**src/orc_regs.svh**
```systemverilog
// register offsets, field positions and reset values of the over-range block
`ifndef ORC_REGS_SVH
`define ORC_REGS_SVH

`define ORC_CLK_PERIOD_NS 8
`define ORC_ADDR_W        8
`define ORC_OFF_THRESH    8'h00
`define ORC_OFF_PLEN      8'h04
`define ORC_OFF_CLKCTL    8'h08
`define ORC_OFF_STATUS    8'h0c
`define ORC_OFF_MASK      8'h10
`define ORC_OFF_STATE     8'h14

`define ORC_CLKCTL_OVR_BIT 0
`define ORC_CLKCTL_SEL_LSB 1
`define ORC_CLKCTL_SEL_MSB 2

`define ORC_THRESH_RST    12'h700
`define ORC_PLEN_RST      8'h04

`define ORC_CSEL_OFF      2'h0
`define ORC_CSEL_FULL     2'h1
`define ORC_CSEL_DIV2     2'h2
`define ORC_CSEL_DIV4     2'h3

`define ORC_RESP_OKAY     2'h0
`define ORC_RESP_SLVERR   2'h2

`endif

```
**src/orc_pkg.sv**
```systemverilog
// types of the over-range flag and clock output block
package orc_pkg;

    typedef enum logic [1:0] {ORC_SINGLE, ORC_DUAL, ORC_QUAD} orc_variant_t;

    typedef struct packed {
        logic        awvalid;
        logic [7:0]  awaddr;
        logic        wvalid;
        logic [31:0] wdata;
        logic [3:0]  wstrb;
        logic        bready;
        logic        arvalid;
        logic [7:0]  araddr;
        logic        rready;
    } orc_axi_req_t;

    typedef struct packed {
        logic        awready;
        logic        wready;
        logic        bvalid;
        logic [1:0]  bresp;
        logic        arready;
        logic        rvalid;
        logic [31:0] rdata;
        logic [1:0]  rresp;
    } orc_axi_rsp_t;

    typedef struct packed {
        logic [11:0]     thresh;
        logic [7:0]      plen;
        logic            ovr_en;
        logic [1:0]      ovr_sel;
        logic [2:0]      sts;
        logic [2:0]      mask;
        logic            strap_ok;
        logic [1:0]      strap_sel;
        logic [1:0]      sel;
        logic            clk_mode;
        logic [2:0]      flag;
        logic [2:0][7:0] cnt;
        logic            ref_clk;
        logic            div2;
        logic            div4;
        logic            c_out;
        logic            aw_got;
        logic            w_got;
        logic [7:0]      awaddr;
        logic [31:0]     wdata;
        logic [3:0]      wstrb;
        logic            bvalid;
        logic [1:0]      bresp;
        logic            rvalid;
        logic [31:0]     rdata;
        logic [1:0]      rresp;
    } orc_state_t;

endpackage

```
**src/orc_top.sv**
```systemverilog
// over-range flags, channel c clock mux and axi4-lite register slave
//
// Operation
// - flag high while input exceeds threshold
// - flag holds at least programmed pulse length
// - channel b flag unused on single variant
// - channel c detection only on quad variant
// - channel c clock when selected and pll on
// - channel c carries flag when clock deselected
// - select 1 full, 2 half, 3 quarter rate
// - strapped clock appears without register writes
// - power down stops reference and clock outputs
`timescale 1ns/10ps
`include "orc_regs.svh"

module orc_top
    import orc_pkg::*;
(
    // clock and reset
    input  wire logic         aclk,
    input  wire logic         aresetn,
    // register bus
    input  wire orc_axi_req_t axi_req,
    output orc_axi_rsp_t      axi_rsp,
    // converter samples, signed
    input  wire logic [11:0]  sample_a,
    input  wire logic [11:0]  sample_b,
    input  wire logic [11:0]  sample_c,
    // straps and control pins
    input  wire orc_variant_t device_variant,
    input  wire logic [1:0]   clock_out_select,
    input  wire logic         pll_enable,
    input  wire logic         power_down_pin,
    // status and clock outputs
    output logic              overrange_flag_ch_a,
    output logic              overrange_flag_ch_b,
    output logic              overrange_flag_ch_c_or_clock,
    output logic              pll_reference_output,
    output logic              irq
);

    orc_state_t       s_q;
    orc_state_t       s_d;
    logic [2:0][11:0] sample;
    logic [2:0]       exc;
    logic [2:0]       rclr;
    logic [1:0]       eff_sel;
    logic             pll_on;
    logic             extra_clock_out_c;
    logic [31:0]      rd_val;
    logic             rd_ok;

    // magnitude of a signed sample; -2048 gives 0x800, above any threshold below 0x800
    function automatic logic [11:0] mag(input logic [11:0] s);
        mag = s[11] ? 12'((~s) + 12'h001) : s;
    endfunction

    function automatic logic [31:0] merge(input logic [31:0] old,
                                          input logic [31:0] nw,
                                          input logic [3:0]  strb);
        merge = old;
        for (int b = 0; b < 4; b++) begin
            if (strb[b]) begin
                merge[b*8 +: 8] = nw[b*8 +: 8];
            end
        end
    endfunction

    function automatic logic pick_clk(input logic [1:0] sel,
                                      input logic       r,
                                      input logic       d2,
                                      input logic       d4);
        case (sel)
            `ORC_CSEL_FULL: pick_clk = r;
            `ORC_CSEL_DIV2: pick_clk = d2;
            `ORC_CSEL_DIV4: pick_clk = d4;
            default:        pick_clk = 1'b0;
        endcase
    endfunction

    assign sample = {sample_c, sample_b, sample_a};

    // channel a always, b on dual and quad, c on quad only
    always_comb begin
        exc[0] = mag(sample[0]) > s_q.thresh;
        exc[1] = (device_variant != ORC_SINGLE)
                 && (mag(sample[1]) > s_q.thresh);
        exc[2] = (device_variant == ORC_QUAD)
                 && (mag(sample[2]) > s_q.thresh);
    end

    // the strap decides until software sets the override bit
    assign eff_sel = s_q.ovr_en ? s_q.ovr_sel : s_q.strap_sel;
    assign pll_on  = pll_enable && !power_down_pin;

    always_comb begin
        rd_ok  = 1'b1;
        rd_val = 32'h0000_0000;
        case (axi_req.araddr)
            `ORC_OFF_THRESH: rd_val = {20'h0_0000, s_q.thresh};
            `ORC_OFF_PLEN:   rd_val = {24'h00_0000, s_q.plen};
            `ORC_OFF_CLKCTL: rd_val = {29'h0000_0000, s_q.ovr_sel,
                                       s_q.ovr_en};
            `ORC_OFF_STATUS: rd_val = {29'h0000_0000, s_q.sts};
            `ORC_OFF_MASK:   rd_val = {29'h0000_0000, s_q.mask};
            `ORC_OFF_STATE:  rd_val = {22'h00_0000, s_q.flag,
                                       s_q.clk_mode, s_q.sel,
                                       s_q.strap_sel, device_variant};
            default:         rd_ok  = 1'b0;
        endcase
    end

    always_comb begin
        s_d  = s_q;
        rclr = 3'h0;

        // straps are caught once, on the first edge after reset release
        if (!s_q.strap_ok) begin
            s_d.strap_ok  = 1'b1;
            s_d.strap_sel = clock_out_select;
        end

        s_d.sel      = eff_sel;
        s_d.clk_mode = pll_on && s_q.strap_ok
                       && (eff_sel != `ORC_CSEL_OFF);

        // reference toggles every cycle; dividers follow its rising edges
        if (!pll_on) begin
            s_d.ref_clk = 1'b0;
            s_d.div2    = 1'b0;
            s_d.div4    = 1'b0;
        end else begin
            s_d.ref_clk = !s_q.ref_clk;
            if (!s_q.ref_clk) begin
                s_d.div2 = !s_q.div2;
            end
            if (!s_q.ref_clk && !s_q.div2) begin
                s_d.div4 = !s_q.div4;
            end
        end

        // a zero pulse length still gives a one-cycle flag
        for (int i = 0; i < 3; i++) begin
            if (exc[i]) begin
                s_d.flag[i] = 1'b1;
                s_d.cnt[i]  = (s_q.plen == 8'h00) ? 8'h00
                              : 8'(s_q.plen - 8'h01);
            end else if (s_q.cnt[i] != 8'h00) begin
                s_d.flag[i] = 1'b1;
                s_d.cnt[i]  = 8'(s_q.cnt[i] - 8'h01);
            end else begin
                s_d.flag[i] = 1'b0;
            end
        end

        extra_clock_out_c = pick_clk(s_d.sel, s_d.ref_clk, s_d.div2,
                                     s_d.div4);
        s_d.c_out = s_d.clk_mode ? extra_clock_out_c
                                 : s_d.flag[2];

        // write channel: address and data in either order
        if (axi_req.awvalid && !s_q.aw_got && !s_q.bvalid) begin
            s_d.aw_got = 1'b1;
            s_d.awaddr = axi_req.awaddr;
        end
        if (axi_req.wvalid && !s_q.w_got && !s_q.bvalid) begin
            s_d.w_got = 1'b1;
            s_d.wdata = axi_req.wdata;
            s_d.wstrb = axi_req.wstrb;
        end
        if (s_q.aw_got && s_q.w_got) begin
            s_d.aw_got = 1'b0;
            s_d.w_got  = 1'b0;
            s_d.bvalid = 1'b1;
            s_d.bresp  = `ORC_RESP_OKAY;
            case (s_q.awaddr)
                `ORC_OFF_THRESH: s_d.thresh = 12'(merge(
                    {20'h0_0000, s_q.thresh}, s_q.wdata, s_q.wstrb));
                `ORC_OFF_PLEN: s_d.plen = 8'(merge(
                    {24'h00_0000, s_q.plen}, s_q.wdata, s_q.wstrb));
                `ORC_OFF_CLKCTL: begin
                    if (s_q.wstrb[0]) begin
                        s_d.ovr_en  = s_q.wdata[`ORC_CLKCTL_OVR_BIT];
                        s_d.ovr_sel = s_q.wdata[`ORC_CLKCTL_SEL_MSB:
                                                `ORC_CLKCTL_SEL_LSB];
                    end
                end
                `ORC_OFF_MASK: begin
                    if (s_q.wstrb[0]) begin
                        s_d.mask = s_q.wdata[2:0];
                    end
                end
                `ORC_OFF_STATUS, `ORC_OFF_STATE: ;
                default: s_d.bresp = `ORC_RESP_SLVERR;
            endcase
        end else if (s_q.bvalid && axi_req.bready) begin
            s_d.bvalid = 1'b0;
        end

        // read channel: one outstanding read, status clears on read
        if (axi_req.arvalid && !s_q.rvalid) begin
            s_d.rvalid = 1'b1;
            s_d.rdata  = rd_val;
            s_d.rresp  = rd_ok ? `ORC_RESP_OKAY : `ORC_RESP_SLVERR;
            if (axi_req.araddr == `ORC_OFF_STATUS) begin
                rclr = s_q.sts;
            end
        end else if (s_q.rvalid && axi_req.rready) begin
            s_d.rvalid = 1'b0;
        end

        // a new event in the clearing cycle stays set
        s_d.sts = (s_q.sts & ~rclr) | exc;
    end

    // reset also re-arms the strap capture, so new straps count after it
    always_ff @(posedge aclk) begin
        if (!aresetn) begin
            s_q        <= '0;
            s_q.thresh <= `ORC_THRESH_RST;
            s_q.plen   <= `ORC_PLEN_RST;
        end else begin
            s_q <= s_d;
        end
    end

    // readies come from flops only, so no path from valid back to ready
    assign axi_rsp.awready = !s_q.aw_got && !s_q.bvalid;
    assign axi_rsp.wready  = !s_q.w_got && !s_q.bvalid;
    assign axi_rsp.bvalid  = s_q.bvalid;
    assign axi_rsp.bresp   = s_q.bresp;
    assign axi_rsp.arready = !s_q.rvalid;
    assign axi_rsp.rvalid  = s_q.rvalid;
    assign axi_rsp.rdata   = s_q.rdata;
    assign axi_rsp.rresp   = s_q.rresp;

    assign overrange_flag_ch_a          = s_q.flag[0];
    assign overrange_flag_ch_b          = s_q.flag[1];
    assign overrange_flag_ch_c_or_clock = s_q.c_out;
    assign pll_reference_output         = s_q.ref_clk;
    // level interrupt straight from the status and mask flops
    assign irq                          = |(s_q.sts & s_q.mask);
endmodule
```
**config.mk**
```make
export PLATFORM = sky130hd
export DESIGN_NAME = orc_top
export DESIGN_NICKNAME = d
export VERILOG_FILES = /design/src/orc_pkg.sv /design/src/orc_top.sv
export VERILOG_INCLUDE_DIRS = /design/src /design/src/src
export SDC_FILE = /design/constraint.sdc
export NUM_CORES = 1
export LEC_CHECK = 0
export ABC_CLOCK_PERIOD_IN_PS = 2430
export BUFFER_PORTS_ARGS = -buffer_cell sky130_fd_sc_hd__buf_4
export CAP_MARGIN = 25
export CORE_UTILIZATION = 25
export DETAILED_ROUTE_END_ITERATION = 8
export MAX_ROUTING_LAYER = met4
export PLACE_DENSITY = 0.47
export SYNTH_ARGS = -nofsm -noshare
export SYNTH_HDL_FRONTEND = slang
export SYNTH_SLANG_ARGS = --single-unit
```
**constraint.sdc**
```tcl
create_clock -name aclk -period 2.43 [get_ports aclk]
set_clock_uncertainty 0.1 [all_clocks]
set_input_delay 0 -clock aclk [delete_from_list [all_inputs] [get_ports aclk]]
set_output_delay 0 -clock aclk [all_outputs]
set_load 0.05 [all_outputs]
```
==> results of run 1 <==
-- power by group --
group	internal [uW]	leakage, uW	switching, uW	total (uW)
Clock	748	0.000141	738	1490
Sequential	1960	0.000867	247	2210
Combinational	868	0.00263	1060	1930
Total	3580	0.00364	2050	5630
-- area by class of cell --
type / count / area, sq um / area share
inverters: 38 / 155 / 0.0179
clock inverters: 6 / 57.6 / 0.00664
repair buffers: 187 / 1520 / 0.175
clock buffers: 10 / 239 / 0.0276
multi-input cells: 618 / 4150 / 0.479
well taps: 335 / 419 / 0.0483
flip-flops and latches: 106 / 2120 / 0.245
-- through the flow --
stage / power [uW] / hold slack, ns / cell area, sq um / instances
after CTS: 5680 / 0.00907 / 8620 / 1299
after detailed placement: 4140 / 0.154 / 8000 / 1251
final: 5630 / 0.0270 / 8670 / 1300
after global placement: 4130 / 0.141 / 8000 / 1251
after floorplan: 3600 / -0.0723 / 6840 / 835
after global routing: 6020 / 0.0593 / 8670 / 1300
-- worst max-delay path by stage --
stage	start	end	cells after the start
2_1_floorplan	sample_b[1]	s_q[99]	13
3_3_place_gp	sample_c[5]	overrange_flag_ch_c_or_clock	12
3_5_place_dp	sample_c[5]	overrange_flag_ch_c_or_clock	12
4_1_cts	sample_c[5]	overrange_flag_ch_c_or_clock	12
6_report	s_q[140]	overrange_flag_ch_c_or_clock	8
5_1_grt	sample_c[2]	overrange_flag_ch_c_or_clock	12
-- sequential cells by signal, summed over array words and instances, names as in the netlist --
| signal | flops |
|---|---|
| overrange_flag_ch_b | 1 |
| axi_rsp | 16 |
| pll_reference_output | 1 |
| overrange_flag_ch_c_or_clock | 1 |
| s_q | 86 |
| overrange_flag_ch_a | 1 |
-- synth_stat cells (all sizes together), types with 3 or more instances --
cell and count:
nand2 107, dfxtp 106, nor2 70, a21oi 65, mux2i 54, buf 50
ha 44, inv 38, xnor2 29, clkbuf 23, o21ai 22, nor3 20
nand3 19, nand2b 13, mux2 12, nor4 11, nand4 10, o211ai 10
nor2b 9, o31ai 9, or4 9, xor2 8, a22oi 7, and2 6
o311ai 6, a211o 5, o21a 5, a31oi 4, nor3b 4, a211oi 3
a21boi 3, o41ai 3, or2 3, or3 3
-- critical path, delay by kind of cell (launching register included) --
| family | cells | cell delay, ns |
|---|---|---|
| AOI/OAI and AO/OA | 3 | 0.73 |
| adders and majority gates | 1 | 0.34 |
| buffers and inverters | 3 | 0.48 |
| DFF | 1 | 0.45 |
| and+or+nand+nor | 1 | 0.10 |
-- kinds of logic after synthesis --
kind of cell | Yosys count
muxes | 66
adders and majority gates | 44
buffers and inverters | 111
DFF | 106
other | 1
and+or+nand+nor | 297
xor gates and xnor gates | 37
AOI/OAI and AO/OA | 152
-- metal layers --
layer  vias up  GRT usage  share of wire
li1       3101          -              -
met1      2819      0.180           0.47
met2        79      0.245           0.50
met3        13     0.0205          0.021
met4         0     0.0313         0.0089
met5         -          -              0
-- timing repair --
item                       in CTS  in global routing
hold endpoints to repair       42                  0
setup endpoints to repair       0                 14
buffers inserted                0                  1
gates resized for setup         0                  8
hold buffers                   32                  0
==> flow_results.xml, run 1 <==
<?xml version="1.0" encoding="UTF-8"?>
<metrics>
  <group name="run_status">
    <metric name="status" unit="">finished, final reports clean</metric>
  </group>
  <group name="cells_and_area">
    <metric name="layout.cells.most_common_list" unit="">buf_4 (152), nand2_1 (105), dfxtp_1 (104), nor2_1 (69), a21oi_1 (63)</metric>
    <metric name="postLayoutCoreUtil" unit="">0.333</metric>
    <metric name="layout.filler_cells" unit="">2727</metric>
    <metric name="final_nets" unit="">1105</metric>
    <metric name="num_antenna_cells" unit="">0</metric>
    <metric name="areaGrowthSynthToFinish" unit="%">30.2</metric>
    <metric name="layout.cells.most_common" unit="">buf_4</metric>
    <metric name="post_route_cells_drive_above_1_share" unit="">0.210</metric>
  </group>
  <group name="global_route">
    <metric name="pin_count_of_the_biggest_net_entering_global_routing" unit="">67</metric>
    <metric name="globalRouteTotalUtil" unit="">0.144</metric>
    <metric name="grt-ovfl-total" unit="">0</metric>
    <metric name="antenna_violations_before_repair" unit="">0</metric>
    <metric name="vias_in_the_first_global_route" unit="">5685</metric>
    <metric name="global_route_wire_length_before_repair" unit="mm">29.7</metric>
  </group>
  <group name="sta">
    <metric name="final.setup.tns" unit="ns">0</metric>
    <metric name="final-setup-viol-count" unit="">0</metric>
    <metric name="max_freq" unit="MHz">433</metric>
    <metric name="timing.final.crit_period" unit="ns">2.31</metric>
    <metric name="worst_margin_pin_slew" unit="ns">0.592</metric>
    <metric name="drv_slew" unit="">0</metric>
    <metric name="fin_ws" unit="ns">0.118</metric>
    <metric name="finalHoldViolCount" unit="">0</metric>
    <metric name="relSlewSlack" unit="">0.600</metric>
    <metric name="timing.final.crit_share" unit="">0.951</metric>
  </group>
  <group name="worst_hold_path">
    <metric name="min_delay_path_depth" unit="">3</metric>
    <metric name="hp-class" unit="">input port to register</metric>
    <metric name="min_delay_worst_endpoint" unit="">s_q[83]</metric>
    <metric name="worst_hold_startpoint" unit="">axi_req[56]</metric>
  </group>
  <group name="clock_tree">
    <metric name="tritoncts_clock_tree" unit="">done</metric>
    <metric name="ctsHtreeMaxLevel" unit="">3</metric>
    <metric name="clkSinkCount" unit="">106</metric>
    <metric name="cts_root_buf" unit="">clkbuf_16</metric>
    <metric name="ctsLongestPathBuffers" unit="">2</metric>
    <metric name="worst_skew_pair.late_latency" unit="ns">0.37</metric>
    <metric name="cts_inserted_buffers" unit="">9</metric>
    <metric name="path_clk_slew" unit="ns">0.08</metric>
  </group>
  <group name="worst_setup_path">
    <metric name="r2r_setup_slack" unit="ns">0.12</metric>
    <metric name="r2r-start" unit="">s_q[140]</metric>
    <metric name="worstSetupPathType" unit="">register to register</metric>
    <metric name="cpPeakStageDelay" unit="ns">0.45</metric>
    <metric name="slowest_stage" unit="">dfxtp_1</metric>
    <metric name="cp_cell_sequence" unit="">inv_1 -&gt; ha_1 -&gt; nand4_1 -&gt; o311ai_2 -&gt; a31oi_1 -&gt; buf_4 -&gt; buf_12 -&gt; o311a_1</metric>
    <metric name="arrival" unit="ns">2.46</metric>
    <metric name="worst_reg_to_reg_path_cell_count" unit="">8</metric>
    <metric name="reg2reg_to" unit="">overrange_flag_ch_c_or_clock</metric>
    <metric name="end_kind" unit="">register</metric>
    <metric name="worst-path-max-fanout" unit="">10</metric>
    <metric name="worst_ep_required_time" unit="ns">2.58</metric>
    <metric name="cp-start-kind" unit="">register</metric>
  </group>
  <group name="route">
    <metric name="wl_per_cell" unit="um">14.4</metric>
    <metric name="drt_first_iter_violations" unit="">229</metric>
    <metric name="via_count" unit="">6012</metric>
    <metric name="postRouteWirelength" unit="mm">18.7</metric>
    <metric name="drt_first_pass_iters" unit="">4</metric>
    <metric name="drc" unit="">0</metric>
    <metric name="via_per_inst" unit="">4.62</metric>
    <metric name="final_antenna_violating_net_count" unit="">0</metric>
  </group>
  <group name="synthesis">
    <metric name="synth_xor_xnor_area_share" unit="">0.0487</metric>
    <metric name="synth_top_flop_cell" unit="">dfxtp_1</metric>
    <metric name="yosysTopAreaCell" unit="">dfxtp_1</metric>
    <metric name="ys_ff_latch" unit="">106</metric>
    <metric name="synthesis.area_per_instance" unit="sq um">8.18</metric>
    <metric name="postSynthCellCount" unit="">814</metric>
    <metric name="synth_largest_type_area_fraction" unit="">0.319</metric>
    <metric name="ys_warn_count" unit="">0</metric>
    <metric name="yosys.area_share.simple" unit="">0.217</metric>
    <metric name="synth.yosys.seq_area_share" unit="">0.319</metric>
    <metric name="ys_top_cells_by_area" unit="">dfxtp_1 (32%), ha_1 (8.3%), mux2i_1 (8.1%), nand2_1 (6.0%), a21oi_1 (4.7%)</metric>
    <metric name="complex_gate_fraction_of_the_synthesized_area" unit="">0.143</metric>
    <metric name="synth_top_family_by_area" unit="">simple AND/OR/NAND/NOR gates</metric>
    <metric name="synth_edf_count" unit="">0</metric>
    <metric name="post_synth_mux_area_share" unit="">0.101</metric>
    <metric name="post_synth_num_cell_types" unit="">64</metric>
    <metric name="synth-adder-area-share" unit="">0.0827</metric>
    <metric name="synth_async_sr_flop_share" unit="">0</metric>
    <metric name="area_of_the_mapped_netlist" unit="sq mm">0.00666</metric>
  </group>
  <group name="power_and_ir_drop">
    <metric name="p_per_area" unit="mW/mm^2">649</metric>
    <metric name="leakagePower" unit="uW">0.00364</metric>
    <metric name="max-vdd-ir-drop" unit="uV">346</metric>
  </group>
  <group name="placed_design">
    <metric name="total_half_perimeter_wirelength_after_legalization_and_detailed_placement" unit="mm">14.5</metric>
    <metric name="io_buffer_count" unit="">102</metric>
    <metric name="dpl_worst_slack" unit="ns">-0.315</metric>
    <metric name="gp_congestion" unit="">0.780</metric>
  </group>
  <group name="floorplan">
    <metric name="num_rows" unit="">59</metric>
    <metric name="starting_density_of_the_core" unit="">0.255</metric>
    <metric name="die_height" unit="um">165</metric>
    <metric name="chipWidth" unit="um">165</metric>
    <metric name="design.portCount" unit="">147</metric>
    <metric name="fp.dieArea" unit="sq mm">0.0273</metric>
    <metric name="floorplan.core_area" unit="sq mm">0.0261</metric>
  </group>
  <group name="job">
    <metric name="number_of_max_cap_violations" unit="">0</metric>
  </group>
</metrics>
Power figures use the tool's default switching activity.
==> run 2, diff against run 1 <==
==> constraint.sdc (replaced) <==
create_clock -name aclk -period 2.43 [get_ports aclk]
set_clock_uncertainty 0.1 [all_clocks]
set_input_delay 0.243 -clock aclk [delete_from_list [all_inputs] [get_ports aclk]]
set_output_delay 0.243 -clock aclk [all_outputs]
set_load 0.05 [all_outputs]
==> flow_results.xml, run 2 (same netlist as run 1, synthesis figures left out) <==
<?xml version="1.0" encoding="UTF-8"?>
<metrics>
  <group name="run_status">
    <metric name="status" unit="">finished, violations left</metric>
    <metric name="violations" unit="">negative setup slack</metric>
  </group>
  <group name="clock_tree">
    <metric name="cts_inserted_buffers" unit="">9</metric>
    <metric name="worst_skew_pair.late_latency" unit="ns">0.37</metric>
    <metric name="ctsLongestPathBuffers" unit="">2</metric>
    <metric name="clkSinkCount" unit="">106</metric>
    <metric name="cts_hold_repair.buffers" unit="">0</metric>
    <metric name="tritoncts_clock_tree" unit="">done</metric>
    <metric name="path_clk_slew" unit="ns">0.07</metric>
    <metric name="cts_root_buf" unit="">clkbuf_16</metric>
    <metric name="ctsHtreeMaxLevel" unit="">3</metric>
  </group>
  <group name="placed_design">
    <metric name="io_buffer_count" unit="">102</metric>
    <metric name="gp_congestion" unit="">0.793</metric>
    <metric name="total_half_perimeter_wirelength_after_legalization_and_detailed_placement" unit="mm">14.1</metric>
  </group>
  <group name="worst_setup_path">
    <metric name="r2r_setup_slack" unit="ns">0.17</metric>
    <metric name="cp-start-kind" unit="">input port</metric>
    <metric name="worst_ep_required_time" unit="ns">2.58</metric>
    <metric name="end_kind" unit="">register</metric>
    <metric name="reg2reg_to" unit="">s_q[107]</metric>
    <metric name="slowest_stage" unit="">or3_4</metric>
    <metric name="worst-path-max-fanout" unit="">3</metric>
    <metric name="arrival" unit="ns">2.61</metric>
    <metric name="worstSetupPathType" unit="">input port to register</metric>
    <metric name="r2r-start" unit="">s_q[139]</metric>
    <metric name="cpPeakStageDelay" unit="ns">0.36</metric>
    <metric name="worst_setup_path_startpoint" unit="">sample_b[1]</metric>
    <metric name="cp_cell_sequence" unit="">buf_12 -&gt; inv_12 -&gt; ha_4 -&gt; nand2_2 -&gt; or3_4 -&gt; o21ai_2 -&gt; xnor2_1 -&gt; ha_1 -&gt; nand4_1 -&gt; or2_1 -&gt; a21o_1 -&gt; a31oi_1 -&gt; buf_4 -&gt; mux2_4</metric>
    <metric name="worst_reg_to_reg_path_cell_count" unit="">8</metric>
  </group>
  <group name="floorplan">
    <metric name="chipWidth" unit="um">165</metric>
    <metric name="fp.dieArea" unit="sq mm">0.0273</metric>
    <metric name="design.portCount" unit="">147</metric>
    <metric name="floorplan.core_area" unit="sq mm">0.0261</metric>
    <metric name="die_height" unit="um">165</metric>
    <metric name="starting_density_of_the_core" unit="">0.255</metric>
    <metric name="num_rows" unit="">59</metric>
  </group>
  <group name="power_and_ir_drop">
    <metric name="power.switching" unit="uW">2030</metric>
    <metric name="internal_power_component" unit="uW">3570</metric>
    <metric name="switching_share" unit="">0.362</metric>
    <metric name="max-vdd-ir-drop" unit="uV">371</metric>
    <metric name="seq_power_share" unit="">0.395</metric>
    <metric name="combinational_share_of_power" unit="">0.342</metric>
    <metric name="power.share.clock" unit="">0.263</metric>
    <metric name="leakagePower" unit="uW">0.00362</metric>
    <metric name="p_per_area" unit="mW/mm^2">651</metric>
  </group>
  <group name="cells_and_area">
    <metric name="multi_input_area" unit="sq mm">0.00425</metric>
    <metric name="final_nets" unit="">1085</metric>
    <metric name="layout.cells.most_common" unit="">buf_4</metric>
    <metric name="largest_register_ffs" unit="">86</metric>
    <metric name="num_antenna_cells" unit="">0</metric>
    <metric name="layout.cells.most_common_list" unit="">buf_4 (154), dfxtp_1 (106), nand2_1 (102), nor2_1 (69), a21oi_1 (61)</metric>
    <metric name="post_route_cells_drive_above_1_share" unit="">0.243</metric>
    <metric name="final-seq-area" unit="sq mm">0.00212</metric>
    <metric name="largest_register" unit="">s_q</metric>
    <metric name="areaGrowthSynthToFinish" unit="%">29.2</metric>
    <metric name="layout.filler_cells" unit="">2776</metric>
  </group>
  <group name="route">
    <metric name="drt_first_pass_iters" unit="">5</metric>
    <metric name="wl_per_cell" unit="um">14.1</metric>
    <metric name="drt_first_iter_violations" unit="">337</metric>
    <metric name="final_antenna_violating_net_count" unit="">0</metric>
    <metric name="postRouteWirelength" unit="mm">18.0</metric>
    <metric name="via_per_inst" unit="">4.58</metric>
    <metric name="via_count" unit="">5856</metric>
    <metric name="drc" unit="">0</metric>
  </group>
  <group name="sta">
    <metric name="final.setup.tns" unit="ns">-0.0399</metric>
    <metric name="timing.final.crit_share" unit="">1.01</metric>
    <metric name="relSlewSlack" unit="">0.613</metric>
    <metric name="final-setup-viol-count" unit="">3</metric>
    <metric name="finalHoldViolCount" unit="">0</metric>
    <metric name="fin_ws" unit="ns">-0.0276</metric>
    <metric name="worst_margin_pin_slew" unit="ns">0.574</metric>
    <metric name="hold_slack" unit="ns">0.0170</metric>
    <metric name="setup_repair_after_global_routing_missed_its_margin" unit="">yes</metric>
    <metric name="max_freq" unit="MHz">407</metric>
    <metric name="drv_slew" unit="">0</metric>
    <metric name="timing.final.crit_period" unit="ns">2.46</metric>
  </group>
  <group name="global_route">
    <metric name="antenna_violations_before_repair" unit="">0</metric>
    <metric name="global_route_wire_length_before_repair" unit="mm">29.0</metric>
    <metric name="vias_in_the_first_global_route" unit="">5619</metric>
    <metric name="pin_count_of_the_biggest_net_entering_global_routing" unit="">68</metric>
    <metric name="grt-ovfl-total" unit="">0</metric>
    <metric name="globalRouteTotalUtil" unit="">0.141</metric>
  </group>
  <group name="worst_hold_path">
    <metric name="worst_hold_startpoint" unit="">clock_out_select[1]</metric>
    <metric name="min_delay_path_depth" unit="">3</metric>
    <metric name="min_delay_worst_endpoint" unit="">s_q[119]</metric>
    <metric name="hp-class" unit="">input port to register</metric>
  </group>
  <group name="job">
    <metric name="number_of_max_cap_violations" unit="">0</metric>
  </group>
</metrics>
-- run 2: cell types whose count changed in the layout (fill, tap and decap cells not counted), moves of 3 or more --
cell,previous run,this run
buf_6,0,7
dlygate4sd3_1,32,0
nand2_1,105,102
nand2_2,2,5
-- run 2: worst max-delay path by stage --
stage,end,cells after the start
finish,s_q[99],14
global route,s_q[101],14
CTS,s_q[99],13
detailed placement,overrange_flag_ch_c_or_clock,12
global placement,s_q[99],14
floorplan,s_q[99],13
-- run 2: area by class of cell --
cell class | count | area share
clock inverter | 6 | 0.00654
timing repair buffer | 167 | 0.157
inverter | 38 | 0.0186
tap | 335 | 0.0487
multi-input combinational | 618 | 0.494
clock buffer | 10 | 0.0278
sequential | 106 | 0.247
-- run 2: power groups by stage --
stage	clock network, uW	registers, uW	logic (uW)
finish	1470	2210	1920
global placement	0	2250	1880
CTS	1520	2210	1910
detailed placement	0	2250	1890
floorplan	0	2240	1370
global route	1590	2240	2170
-- run 2: metrics by stage --
stage / std cells / setup WS (ns) / cell area, sq um / power (uW) / utilization
finish: 1280 / -0.0276 / 8600 / 5600 / 0.330
global route: 1280 / -0.133 / 8600 / 6000 / 0.330
CTS: 1277 / -0.0232 / 8460 / 5640 / 0.325
detailed placement: 1256 / -0.488 / 8060 / 4130 / 0.309
global placement: 1256 / -0.493 / 8060 / 4130 / 0.309
floorplan: 835 / -0.285 / 6880 / 3610 / -
-- run 2: layer usage --
| layer | track usage | part of all wire |
|---|---|---|
| met5 | - | 0 |
| met4 | 0.0317 | 0.0094 |
| met3 | 0.0287 | 0.035 |
| met2 | 0.232 | 0.48 |
| met1 | 0.177 | 0.47 |
-- run 2: what timing repair did --
action | CTS | global route
setup buffers | 4 | 3
pin swaps | 14 | 16
cloned | 1 | 0
endpoints found under the setup margin | 12 | 30
resized for setup | 12 | 26
-- run 2: critical path: cells and delay by family --
kind	cells	cell delay, ns
AO/OA/AOI/OAI	3	0.45
XOR/XNOR	1	0.09
adder cells (fa/ha/maj)	2	0.44
buffers and inverters	3	0.32
multiplexers	1	0.29
AND/OR/NAND/NOR	4	0.78
